$ cat src/vib_pkg.sv
// Package with register map, field layout and encodings for the VME interface register bank
package vib_pkg;
    localparam int unsigned VIB_LADDR_W     = 24;
    localparam int unsigned VIB_DEV_SEL_BIT = 23;
    localparam int unsigned VIB_DEV_HI      = 23;
    localparam int unsigned VIB_DEV_LO      = 21;
    localparam int unsigned VIB_WORD_W      = 21;
    localparam logic [2:0]  VIB_DEV_SRAM_A0 = 3'h0;
    localparam logic [2:0]  VIB_DEV_SRAM_A1 = 3'h1;
    localparam logic [2:0]  VIB_DEV_SRAM_B0 = 3'h2;
    localparam logic [2:0]  VIB_DEV_SRAM_B1 = 3'h3;

    localparam logic [23:0] VIB_OFF_BUS_REQ    = 24'h800000;
    localparam logic [23:0] VIB_OFF_RESET      = 24'h800004;
    localparam logic [23:0] VIB_OFF_BOOT       = 24'h800008;
    localparam logic [23:0] VIB_OFF_INHIBIT    = 24'h80000C;
    localparam logic [23:0] VIB_OFF_OWNER_A    = 24'h810000;
    localparam logic [23:0] VIB_OFF_OWNER_B    = 24'h810004;
    localparam logic [23:0] VIB_OFF_OWNER_X    = 24'h810008;
    localparam logic [23:0] VIB_OFF_MBX_CLEAR  = 24'h820000;
    localparam logic [23:0] VIB_OFF_LA_IRQ     = 24'h820004;
    localparam logic [23:0] VIB_OFF_SERIAL     = 24'h820048;
    localparam logic [23:0] VIB_OFF_SVC_MBX    = 24'h820824;
    localparam logic [23:0] VIB_OFF_PROC_MBX   = 24'h821048;

    localparam int unsigned VIB_BIT_REQ_A      = 0;
    localparam int unsigned VIB_BIT_REQ_B      = 1;
    localparam int unsigned VIB_BIT_REQ_X      = 16;
    localparam int unsigned VIB_BIT_REQ_PROC_B = 17;
    localparam int unsigned VIB_BIT_RST_LA     = 0;
    localparam int unsigned VIB_BIT_RST_PROC   = 1;
    localparam int unsigned VIB_BIT_IRQ_LA     = 18;
    localparam int unsigned VIB_BIT_IRQ_PROC   = 19;
    localparam int unsigned VIB_BIT_SRAM_BOOT  = 16;
    localparam int unsigned VIB_BIT_INHIBIT    = 0;
    localparam int unsigned VIB_SERIAL_W       = 11;

    localparam logic [1:0]  VIB_RST_RESET      = 2'h3;
    localparam logic [1:0]  VIB_SECTOR_RESET   = 2'h0;
    localparam logic        VIB_SRAM_RESET     = 1'b0;
    localparam logic [3:0]  VIB_REQ_RESET      = 4'h0;
    localparam logic        VIB_INHIBIT_RESET  = 1'b0;

    typedef enum logic [1:0] {
        VIB_OWN_FREE = 2'h0,
        VIB_OWN_HOST = 2'h1,
        VIB_OWN_LA   = 2'h2,
        VIB_OWN_PROC = 2'h3
    } vib_owner_e;
endpackage : vib_pkg

$ cat src/vib_arb_if.sv
// Interface carrying bus requests and owner codes between register bank and arbiter
`timescale 1ns/1ps
`default_nettype none
interface vib_arb_if;
    import vib_pkg::*;
    logic       host_req;
    logic       la_req;
    logic       proc_req;
    logic       proc_req_by_host;
    logic       inhibit;
    vib_owner_e owner;
    modport bank (output host_req, output la_req, output proc_req, output proc_req_by_host,
                  output inhibit, input owner);
    modport arb  (input host_req, input la_req, input proc_req, input proc_req_by_host,
                  input inhibit, output owner);
endinterface : vib_arb_if
`default_nettype wire

$ cat src/vib_bus_arbiter.sv
// Arbiter for one shared internal bus
`timescale 1ns/1ps
`default_nettype none
module vib_bus_arbiter
    import vib_pkg::*;
(
    input  wire logic clk_i,
    input  wire logic rst_i,
    vib_arb_if.arb    arb
);
    vib_owner_e owner_q;
    vib_owner_e owner_d;

    always_comb
    begin
        owner_d = owner_q;
        unique case (owner_q)
            VIB_OWN_FREE:
            begin
                // Host first; on-board masters only when not inhibited, except a processor grant requested by the host
                if (arb.host_req)
                    owner_d = VIB_OWN_HOST;
                else if (!arb.inhibit && arb.la_req)
                    owner_d = VIB_OWN_LA;
                else if ((!arb.inhibit && arb.proc_req) || arb.proc_req_by_host)
                    owner_d = VIB_OWN_PROC;
            end
            VIB_OWN_HOST:
                if (!arb.host_req)
                    owner_d = VIB_OWN_FREE;
            VIB_OWN_LA:
                if (!arb.la_req || arb.inhibit)
                    owner_d = VIB_OWN_FREE;
            VIB_OWN_PROC:
                if (!(arb.proc_req_by_host || (arb.proc_req && !arb.inhibit)))
                    owner_d = VIB_OWN_FREE;
        endcase
    end

    always_ff @(posedge clk_i)
    begin
        if (rst_i)
            owner_q <= VIB_OWN_FREE;
        else
            owner_q <= owner_d;
    end

    assign arb.owner = owner_q;
endmodule : vib_bus_arbiter
`default_nettype wire

$ cat src/vib_reg_bank.sv
// Register bank, address decode and arbiter instances of the VME interface
`timescale 1ns/1ps
`default_nettype none
// Operation
// - Respond to register access only when local address bit 23 is one.
// - Top three local bits pick internal device; low 21 bits pick word.
// - Register data on D0, D1, D16, D17; selection from A2, A3, A16, A17.
// - Bus request register: bit0 bus A, bit1 B, bit16 X, bit17 B for processor.
// - Each request write updates all request bits together; zero withdraws.
// - Reading request register returns grant status and interrupt flags.
// - Write-only reset register: bit0 logic array, bit1 processor; zero releases.
// - Releasing logic array reset starts configuration from the selected boot source.
// - Boot register read/write: bits 1:0 flash sector, bit16 SRAM bank A.
// - SRAM boot bit overrides the flash sector bits.
// - Writing one to inhibit location stops on-board masters taking any bus, except the processor on bus B when the host requests it (bit17).
// - Writing zero to inhibit lets on-board masters compete again.
// - Three read-only registers report owners of buses A, B, X.
// - Owner code: 0 free, 1 host, 2 logic array, 3 processor.
// - Serial number read-only, 11 bits in data bits 0 to 10.
// - Write to mailbox clear location clears all mailboxes and flags.
// - Writes interrupt logic array or load processor mailbox and interrupt it.
// - Service mailbox is read-only and polled for pending requests.
// - Low windows map onto SRAM bank A and bank B, word offset unchanged.
module vib_reg_bank
    import vib_pkg::*;
(
    input  wire logic                  clk_i,
    input  wire logic                  rst_i,
    input  wire logic                  acc_i,
    input  wire logic                  wr_i,
    input  wire logic [VIB_LADDR_W-1:0] addr_i,
    input  wire logic [31:0]           wdata_i,
    output logic      [31:0]           rdata_o,
    output logic                       ack_o,
    input  wire logic [2:0]            la_req_i,
    input  wire logic [2:0]            proc_req_i,
    input  wire logic [VIB_SERIAL_W-1:0] serial_i,
    input  wire logic [31:0]           svc_mbx_i,
    input  wire logic                  la_irq_flag_i,
    input  wire logic                  proc_irq_flag_i,
    output logic                       la_reset_o,
    output logic                       proc_reset_o,
    output logic                       la_config_start_o,
    output logic                       boot_use_sram_o,
    output logic      [1:0]            boot_sector_o,
    output logic      [1:0]            owner_a_o,
    output logic      [1:0]            owner_b_o,
    output logic      [1:0]            owner_x_o,
    output logic                       mbx_clear_o,
    output logic                       la_irq_o,
    output logic                       proc_mbx_load_o,
    output logic      [31:0]           proc_mbx_data_o,
    output logic                       sram_a_sel_o,
    output logic                       sram_b_sel_o,
    output logic      [VIB_WORD_W-1:0] sram_addr_o
);
    // Register selection looks only at A2, A3, A16, A17 plus the device field
    function automatic logic hit(input logic [23:0] a, input logic [23:0] off);
        hit = (a[VIB_DEV_HI:VIB_DEV_LO] == off[VIB_DEV_HI:VIB_DEV_LO])
            && (a[3:2] == off[3:2]) && (a[17:16] == off[17:16]);
    endfunction : hit

    // Wider decodes for the mailbox locations, which are the exceptions
    function automatic logic hit_full(input logic [23:0] a, input logic [23:0] off);
        hit_full = (a[VIB_DEV_HI:2] == off[VIB_DEV_HI:2]);
    endfunction : hit_full

    logic       iface_sel;
    logic       wr_req;
    logic       wr_rst;
    logic       wr_boot;
    logic       wr_inh;
    logic       wr_clr;
    logic       wr_la_irq;
    logic       wr_pmbx;
    logic       is_mbx_area;

    logic [3:0] req_q;
    logic [1:0] rst_q;
    logic [1:0] sector_q;
    logic       sram_boot_q;
    logic       inhibit_q;
    logic [31:0] rdata_q;
    logic       ack_q;
    logic       cfg_start_q;
    logic       clr_q;
    logic       la_irq_q;
    logic       pmbx_q;
    logic [31:0] pmbx_data_q;
    logic       sram_a_q;
    logic       sram_b_q;
    logic [VIB_WORD_W-1:0] sram_addr_q;

    assign iface_sel   = acc_i && addr_i[VIB_DEV_SEL_BIT];
    assign is_mbx_area = addr_i[17:16] == VIB_OFF_MBX_CLEAR[17:16];
    assign wr_req    = iface_sel && wr_i && !is_mbx_area && hit(addr_i, VIB_OFF_BUS_REQ);
    assign wr_rst    = iface_sel && wr_i && !is_mbx_area && hit(addr_i, VIB_OFF_RESET);
    assign wr_boot   = iface_sel && wr_i && !is_mbx_area && hit(addr_i, VIB_OFF_BOOT);
    assign wr_inh    = iface_sel && wr_i && !is_mbx_area && hit(addr_i, VIB_OFF_INHIBIT);
    assign wr_clr    = iface_sel && wr_i && hit_full(addr_i, VIB_OFF_MBX_CLEAR);
    assign wr_la_irq = iface_sel && wr_i && hit_full(addr_i, VIB_OFF_LA_IRQ);
    assign wr_pmbx   = iface_sel && wr_i && hit_full(addr_i, VIB_OFF_PROC_MBX);

    // Request bits
    always_ff @(posedge clk_i)
    begin
        if (rst_i)
            req_q <= VIB_REQ_RESET;
        else if (wr_req)
            req_q <= {wdata_i[VIB_BIT_REQ_PROC_B], wdata_i[VIB_BIT_REQ_X],
                      wdata_i[VIB_BIT_REQ_B], wdata_i[VIB_BIT_REQ_A]};
    end

    // Resets held asserted out of reset so the devices start quiet
    always_ff @(posedge clk_i)
    begin
        if (rst_i)
            rst_q <= VIB_RST_RESET;
        else if (wr_rst)
            rst_q <= {wdata_i[VIB_BIT_RST_PROC], wdata_i[VIB_BIT_RST_LA]};
    end

    // Configuration start pulse on the falling edge of the logic array reset
    always_ff @(posedge clk_i)
    begin
        if (rst_i)
            cfg_start_q <= 1'b0;
        else
            cfg_start_q <= wr_rst && rst_q[0] && !wdata_i[VIB_BIT_RST_LA];
    end

    always_ff @(posedge clk_i)
    begin
        if (rst_i)
        begin
            sector_q    <= VIB_SECTOR_RESET;
            sram_boot_q <= VIB_SRAM_RESET;
        end
        else if (wr_boot)
        begin
            sector_q    <= wdata_i[1:0];
            sram_boot_q <= wdata_i[VIB_BIT_SRAM_BOOT];
        end
    end

    always_ff @(posedge clk_i)
    begin
        if (rst_i)
            inhibit_q <= VIB_INHIBIT_RESET;
        else if (wr_inh)
            inhibit_q <= wdata_i[VIB_BIT_INHIBIT];
    end

    // One-cycle strobes toward the interrupt logic
    always_ff @(posedge clk_i)
    begin
        if (rst_i)
        begin
            clr_q       <= 1'b0;
            la_irq_q    <= 1'b0;
            pmbx_q      <= 1'b0;
            pmbx_data_q <= 32'h0;
        end
        else
        begin
            clr_q    <= wr_clr;
            la_irq_q <= wr_la_irq;
            pmbx_q   <= wr_pmbx;
            if (wr_pmbx)
                pmbx_data_q <= wdata_i;
        end
    end

    // Arbiters; bus B also carries the host request on behalf of the processor
    vib_arb_if arb_if [3] ();
    logic [1:0] owner_w [3];
    genvar g;
    generate
        for (g = 0; g < 3; g++)
        begin : g_arb
            assign arb_if[g].host_req         = (g == 0) ? req_q[0] : (g == 1) ? req_q[1] : req_q[2];
            assign arb_if[g].proc_req_by_host = (g == 1) ? req_q[3] : 1'b0;
            assign arb_if[g].la_req           = la_req_i[g];
            assign arb_if[g].proc_req         = proc_req_i[g];
            assign arb_if[g].inhibit          = inhibit_q;
            assign owner_w[g]                 = arb_if[g].owner;
            vib_bus_arbiter u_arb (
                .clk_i (clk_i),
                .rst_i (rst_i),
                .arb   (arb_if[g])
            );
        end
    endgenerate

    // Read mux, registered so the answer comes one cycle after the access
    always_ff @(posedge clk_i)
    begin
        if (rst_i)
        begin
            rdata_q <= 32'h0;
            ack_q   <= 1'b0;
        end
        else
        begin
            ack_q   <= iface_sel;
            rdata_q <= 32'h0;
            if (iface_sel && !wr_i)
            begin
                if (hit_full(addr_i, VIB_OFF_SERIAL))
                    rdata_q[VIB_SERIAL_W-1:0] <= serial_i;
                else if (hit_full(addr_i, VIB_OFF_SVC_MBX))
                    rdata_q <= svc_mbx_i;
                else if (is_mbx_area)
                    rdata_q <= 32'h0;
                else if (hit(addr_i, VIB_OFF_BUS_REQ))
                begin
                    // Grant status per bit plus interrupt flags
                    rdata_q[VIB_BIT_REQ_A]    <= owner_w[0] == VIB_OWN_HOST;
                    rdata_q[VIB_BIT_REQ_B]    <= owner_w[1] == VIB_OWN_HOST;
                    rdata_q[VIB_BIT_REQ_X]    <= owner_w[2] == VIB_OWN_HOST;
                    rdata_q[VIB_BIT_REQ_PROC_B] <= owner_w[1] == VIB_OWN_PROC && req_q[3];
                    rdata_q[VIB_BIT_IRQ_LA]   <= la_irq_flag_i;
                    rdata_q[VIB_BIT_IRQ_PROC] <= proc_irq_flag_i;
                end
                else if (hit(addr_i, VIB_OFF_BOOT))
                begin
                    rdata_q[1:0]               <= sector_q;
                    rdata_q[VIB_BIT_SRAM_BOOT] <= sram_boot_q;
                end
                else if (hit(addr_i, VIB_OFF_OWNER_A))
                    rdata_q[1:0] <= owner_w[0];
                else if (hit(addr_i, VIB_OFF_OWNER_B))
                    rdata_q[1:0] <= owner_w[1];
                else if (hit(addr_i, VIB_OFF_OWNER_X))
                    rdata_q[1:0] <= owner_w[2];
            end
        end
    end

    // SRAM window decode, bit 23 clear
    always_ff @(posedge clk_i)
    begin
        if (rst_i)
        begin
            sram_a_q    <= 1'b0;
            sram_b_q    <= 1'b0;
            sram_addr_q <= '0;
        end
        else
        begin
            sram_a_q <= acc_i && !addr_i[VIB_DEV_SEL_BIT] && (addr_i[22:21] == VIB_DEV_SRAM_A0[1:0]);
            sram_b_q <= acc_i && !addr_i[VIB_DEV_SEL_BIT] && (addr_i[22:21] == VIB_DEV_SRAM_A1[1:0]);
            sram_addr_q <= addr_i[VIB_WORD_W-1:0];
        end
    end

    assign rdata_o           = rdata_q;
    assign ack_o             = ack_q;
    assign la_reset_o        = rst_q[0];
    assign proc_reset_o      = rst_q[1];
    assign la_config_start_o = cfg_start_q;
    assign boot_use_sram_o   = sram_boot_q;
    assign boot_sector_o     = sector_q;
    assign owner_a_o         = owner_w[0];
    assign owner_b_o         = owner_w[1];
    assign owner_x_o         = owner_w[2];
    assign mbx_clear_o       = clr_q;
    assign la_irq_o          = la_irq_q;
    assign proc_mbx_load_o   = pmbx_q;
    assign proc_mbx_data_o   = pmbx_data_q;
    assign sram_a_sel_o      = sram_a_q;
    assign sram_b_sel_o      = sram_b_q;
    assign sram_addr_o       = sram_addr_q;
endmodule : vib_reg_bank
`default_nettype wire

$ cat config.mk
export PLATFORM = sky130hd
export DESIGN_NAME = vib_reg_bank
export DESIGN_NICKNAME = d
export VERILOG_FILES = /design/src/vib_pkg.sv /design/src/vib_arb_if.sv /design/src/vib_bus_arbiter.sv /design/src/vib_reg_bank.sv
export SDC_FILE = /design/constraint.sdc
export NUM_CORES = 1
export LEC_CHECK = 0
export BUFFER_PORTS_ARGS = -buffer_cell sky130_fd_sc_hd__buf_4
export CORE_AREA = 4 4 106 108
export DETAILED_ROUTE_END_ITERATION = 8
export DIE_AREA = 0 0 110 112
export PLACE_DENSITY = 0.75
export SLEW_MARGIN = 5
export SYNTH_ARGS = -nofsm -noshare
export SYNTH_HDL_FRONTEND = slang
export SYNTH_HIERARCHICAL = 1
export SYNTH_SLANG_ARGS = --single-unit
$ cat constraint.sdc
create_clock -name clk_i -period 1.6 [get_ports clk_i]
set_clock_uncertainty 0.1 [all_clocks]
set_input_delay 0.24 -clock clk_i [delete_from_list [all_inputs] [get_ports clk_i]]
set_output_delay 0.24 -clock clk_i [all_outputs]
set_load 0.05 [all_outputs]
==> results of run 1 <==
[through the flow]
stage / setup slack (ns) / hold slack [ns]
floorplan: 0.0278 / 0.209
global placement: -0.201 / 0.342
detailed placement: -0.165 / 0.346
CTS: 0.128 / 0.00199
global route: 0.0284 / 0.00793
finish: 0.107 / 0.0123
[timing repair]
item                                    in CTS  in global routing
hold buffers                                39                  1
resized for setup                            0                  0
endpoints found under the setup margin       0                  0
hold endpoints to repair                    36                  1
[cell families after synthesis]
family,count (synthesis)
AND/OR/NAND/NOR,175
flip-flops,108
AO/OA/AOI/OAI,107
buffers and inverters,42
multiplexers,7
other,1
[cell usage in the layout, fill, tap and decap left out, drive strengths merged]
| master | instances |
|---|---|
| a211o | 2 |
| a211oi | 5 |
| a21bo | 1 |
| a21oi | 33 |
| a221oi | 4 |
| a22o | 2 |
| a22oi | 12 |
| a31oi | 3 |
| and2 | 22 |
| and3 | 6 |
| and4 | 3 |
| and4bb | 1 |
| buf | 250 |
| clkbuf | 9 |
| clkinv | 4 |
| conb | 6 |
| dfxtp | 108 |
| dlygate4sd3 | 40 |
| inv | 13 |
| mux2i | 7 |
| nand2 | 6 |
| nand2b | 10 |
| nand3 | 5 |
| nand3b | 3 |
| nand4 | 41 |
| nor2 | 31 |
| nor2b | 29 |
| nor3 | 5 |
| nor3b | 1 |
| nor4 | 6 |
| nor4b | 3 |
| o211ai | 3 |
| o21ai | 32 |
| o221a | 2 |
| o221ai | 3 |
| o22ai | 3 |
| o32ai | 2 |
| or2 | 2 |
| or3b | 1 |
[area by class of cell]
cell class / count / area [um^2]
timing repair buffer: 290 / 2340
tap: 136 / 170
sequential: 108 / 2160
clock buffer: 9 / 124
fill: 794 / 3500
inverter: 10 / 37.5
multi-input combinational: 295 / 1820
clock inverter: 7 / 76.3
[power by group]
| part | switching, W | leakage [nW] | internal (W) |
|---|---|---|---|
| clock | 0.00108 | 0.102 | 0.000623 |
| combinational | 0.000397 | 1.97 | 0.000397 |
| sequential | 0.0000199 | 0.877 | 0.00273 |
[per-layer routing]
layer / up-vias / share of wire / global-route usage / wire length [um]
met4: 0 / 0.045 / 0.130 / 732
li1: 2130 / - / - / -
met1: 2121 / 0.37 / 0.277 / 5950
met3: 50 / 0.089 / 0.0725 / 1430
met5: - / 0 / 0 / 0
met2: 206 / 0.50 / 0.441 / 7990
[sequential cells by signal, indices dropped and copies added (netlist names), 2 cells and up]
name and flops:
rdata_o 32, rst_q 2, sram_addr_o 21, g_arb.u_arb/arb.owner 6
req_q 4, boot_sector_o 2, proc_mbx_data_o 32
[how the worst min path moves through the flow]
stage | slack, ns | to | startpoint
global route | 0.008 | rdata_o[18] | la_irq_flag_i
detailed placement | 0.35 | rdata_o[29] | svc_mbx_i[29]
finish | 0.01 | rdata_o[10] | svc_mbx_i[10]
CTS | 0.002 | sram_addr_o[0] | addr_i[0]
global placement | 0.34 | rdata_o[22] | svc_mbx_i[22]
floorplan | 0.21 | g_arb[0].u_arb/arb.owner[0] | rst_i
[worst register-to-register path, cell delays in order (launching register included)]
cell and delay [ns]:
dfxtp_1 0.33, buf_4 0.16, nor2_1 0.08, a22oi_1 0.07, or2_2 0.29, a221oi_1 0.25
==> run metrics, run 1 <==
status finished, final reports clean; main combinational cell family by area after synthesis simple AND/OR/NAND/NOR gates; Leak 2.95 nW; Synth Warn # 6; Fin Setup TNS 0 ns; GP Congestion 0.823; CP Buf/Inv Count 2; Crit path depth 6; vias post-DR 4507; Final Hold Viols 0; placed instance count 799; crit path launch type input pin; Vias/cell 5.27; HPWL after detailed placement 10700 um; delay-heaviest family, CP simple AND/OR/NAND/NOR gates; CTS Root Cell clkbuf_8; layout cells sized above 1 0.391; area share of the largest cell type after synthesis 0.519; Peak VDD IR 473 uV; antenna viol nets, final 0; vias in the first global route 4633; CTS Sinks 108; final net count 825; fin. max-slew vios 0; Worst EP arrival 1.70 ns; Rows 37; R2R Setup Slk 0.24 ns; critical path class input pin to flip-flop; register area share after synthesis 0.519; class of the worst hold path input pin to flip-flop; Synth Instances 440; Seq cells post-synth 108; sequence of cells on the critical path buf_4 -> nor4_1 -> buf_4 -> and4_4 -> and4_4 -> and2_1; gr ovfl total 0; final core utilization 0.658; Core ar. 10200 um^2; xor and xnor area share after synthesis 0; hold depth 3; final setup vio count 0; Final Cycle Share 0.933; largest area contributor in the synthesized netlist dfxtp_1; Synth top cells by count 108 x dfxtp_1, 40 x nand4_1, 33 x a21oi_1; DR WL/cell 18.8 um; initial drt markers 256; Vert. Die Dim 112 um; Synth Area per Inst 9.47 um^2; # diodes 0; Max stage delay cell, worst path and4_4; PortBufs 213; Initial Util 0.407; Worst R2R End rdata_o[16]; R2R cell count 5; Max Fclk 670 MHz; Worst Setup SP addr_i[19]; I/O pins 214; die footprint 12300 um^2; pin count of the biggest net entering global routing 73; Post-Syn Area 4170 um^2; min cycle time layout 1.49 ns; Total GRT Usage 0.254; Compound-Gate Fraction of Synth Area 0.158; TritonCTS Buffers 9; launching point of the worst reg2reg path g_arb[2].u_arb/arb.owner[1]; Final Instance Area 6730 um^2; DR DRC count 0; most common flop cell mapped by yosys dfxtp_1; CTS tree built; final std cells w/o fill 855; Worst path max stage delay 0.34 ns; die span in x 110 um; later-pin clock latency in the skew report 0.37 ns; RSZ-0062 raised after global routing no; multiplexer share of the synthesized area 0.0168; CTS Buffer Depth 2; adder-cell share of the synthesized area 0; total power 0.00525 W; Post-synth EDFFs 0; first-pass GRT wire length 24500 um; CP endpoint kind flip-flop; Placed Area 6130 um^2; PwrDens 780 nW/um^2; FFs w/ async S/R, synth 0; Setup Buffers After CTS 0; max_cap viols 0; Area Growth Syn to Fin 61.5%; clock-pin transition on the worst setup and hold timing paths 0.13 ns; initial antenna violation count 0; Required @ worst endpoint 1.81 ns; Synth Area in Simple Gates 0.256; htree depth 3; Yosys cell types 46; most frequent cell after synthesis dfxtp_1; largest cells by area after synthesis dfxtp_1 52%, nand4_1 6.0%, a21oi_1 4.0%, nor2b_1 3.9%, o21ai_0 3.7%; CP max FO 17; worst setup path end rdata_o[20]; total wire length 16100 um; first drt pass iteration count 5
Note: power is estimated with default switching activity, not from simulation.
==> run 2, diff against run 1 <==
--- a/config.mk
+++ b/config.mk
@@ -10,6 +10,8 @@
 export DETAILED_ROUTE_END_ITERATION = 8
 export DIE_AREA = 0 0 110 112
 export PLACE_DENSITY = 0.75
+export SETUP_SLACK_MARGIN = 0.4
+export SKIP_LAST_GASP = 1
 export SLEW_MARGIN = 5
 export SYNTH_ARGS = -nofsm -noshare
 export SYNTH_HDL_FRONTEND = slang
==> constraint.sdc (replaced) <==
create_clock -name clk_i -period 1.6 [get_ports clk_i]
set_clock_uncertainty 0.1 [all_clocks]
set_input_delay 0.08 -clock clk_i [delete_from_list [all_inputs] [get_ports clk_i]]
set_output_delay 0.08 -clock clk_i [all_outputs]
set_load 0.05 [all_outputs]
==> run 2 against run 1 <==
Against the previous run:
- wire length rose by 24%
- critical path depth decreased by 2
- hold slack got worse by 0.0021 ns
- final area grew 17%
- non-clock buffer count rose by 64
- global-route usage rose by 2.3 points
- total power increased by 4.2%
- sequential share of layout area decreased by 4.4 points
- register-to-register slack better by 0.04 ns
- clock power hardly changed
==> run metrics, run 2 (synthesis results as in run 1) <==
status finished, final reports clean; placed instance count 778; PwrDens 692 nW/um^2; vias post-DR 5168; final setup vio count 0; I/O pins 214; Core ar. 10200 um^2; class of the worst hold path input pin to flip-flop; Area Growth Syn to Fin 89.7%; Peak VDD IR 579 uV; Max Fclk 755 MHz; die span in x 110 um; Final Instance Area 7900 um^2; clock-pin transition on the worst setup and hold timing paths 0.12 ns; CTS Sinks 108; initial antenna violation count 2; first drt pass iteration count 4; final net count 893; CP endpoint kind flip-flop; vias in the first global route 4971; first-pass GRT wire length 26700 um; RSZ-0062 raised after global routing yes; commonest non-fill, non-tap cells in the layout 224 x buf_4, 103 x dlygate4sd3_1, 99 x dfxtp_1; htree depth 3; Min Hold Slack 0.0102 ns; Placed Area 6040 um^2; DR WL/cell 21.6 um; CTS tree built; Final Cycle Share 0.828; antenna viol nets, final 0; CP max FO 2; Leak 3.35 nW; PortBufs 213; Initial Util 0.407; Worst EP arrival 1.55 ns; Total GRT Usage 0.277; DR DRC count 0; final std cells w/o fill 926; later-pin clock latency in the skew report 0.37 ns; Required @ worst endpoint 1.82 ns; crit path launch type flip-flop; critical path class flip-flop to flip-flop; Vert. Die Dim 112 um; TritonCTS Buffers 9; pin count of the biggest net entering global routing 73; fin. max-slew vios 0; CTS Root Cell clkbuf_8; max_cap viols 0; min cycle time layout 1.32 ns; initial drt markers 402; total power 0.00547 W; Final Hold Viols 0; layout cells sized above 1 0.419; total wire length 20000 um; die footprint 12300 um^2; Rows 37; most common cell after layout, fill and taps aside buf_4; gr ovfl total 0; Fin Setup TNS 0 ns; CTS Buffer Depth 2; GP Congestion 0.831; HPWL after detailed placement 10300 um; Vias/cell 5.58
-- run 2: what timing repair did --
item / 4_1_cts / 5_1_grt
resized for setup: 7 / 79
cloned: 0 / 12
setup endpoints to repair: 13 / 60
buffers inserted: 5 / 9
hold endpoints to repair: 98 / 0
hold buffers: 103 / 0
pin swaps: 4 / 27
-- run 2: cell type report --
class / instances / area (um^2)
Antenna cell: 3 / 7.51
Clock buffer: 9 / 124
Clock inverter: 7 / 83.8
Fill cell: 608 / 2330
Inverter: 10 / 37.5
Multi-Input combinational cell: 299 / 2100
Sequential cell: 108 / 2190
Tap cell: 136 / 170
Timing Repair Buffer: 354 / 3180
-- run 2: per-stage QoR --
step / setup WS (ns) / util
3_3_place_gp: 0.0350 / 0.591
3_5_place_dp: 0.0364 / 0.591
2_1_floorplan: 0.326 / -
4_1_cts: 0.279 / 0.719
6_report: 0.276 / 0.772
5_1_grt: 0.261 / 0.772
-- run 2: worst max-delay path, cell delays in order, from the launching register on --
cell and delay, ns:
dfxtp_4 0.38, nand2b_1 0.05, a22o_1 0.21, o32ai_2 0.30, o221a_1 0.24
-- run 2: metal layers --
layer | vias up | GRT usage | part of all wire
met4 | 0 | 0.150 | 0.055
met5 | - | 0 | 0
met1 | 2459 | 0.291 | 0.35
met2 | 321 | 0.493 | 0.50
met3 | 98 | 0.0736 | 0.093
li1 | 2290 | - | -
-- run 2: path summary, 6_finish.rpt --
check / endpoint / from / cells after the start / slack, ns
hold reg to reg: proc_mbx_data_o[14] / proc_mbx_data_o[14] / 2 / 0.38
setup / recovery: rdata_o[0] / g_arb[1].u_arb/arb.owner[0] / 4 / 0.28
hold / removal: ack_o / acc_i / 3 / 0.01
setup reg to reg: rdata_o[0] / g_arb[1].u_arb/arb.owner[0] / 4 / 0.28
-- run 2: report_power, final --
part,internal [W],switching [W],total [W]
Sequential,0.00273,0.0000312,0.00276
Clock,0.000621,0.00112,0.00174
Combinational,0.000515,0.000462,0.000976
Total,0.00386,0.00161,0.00547
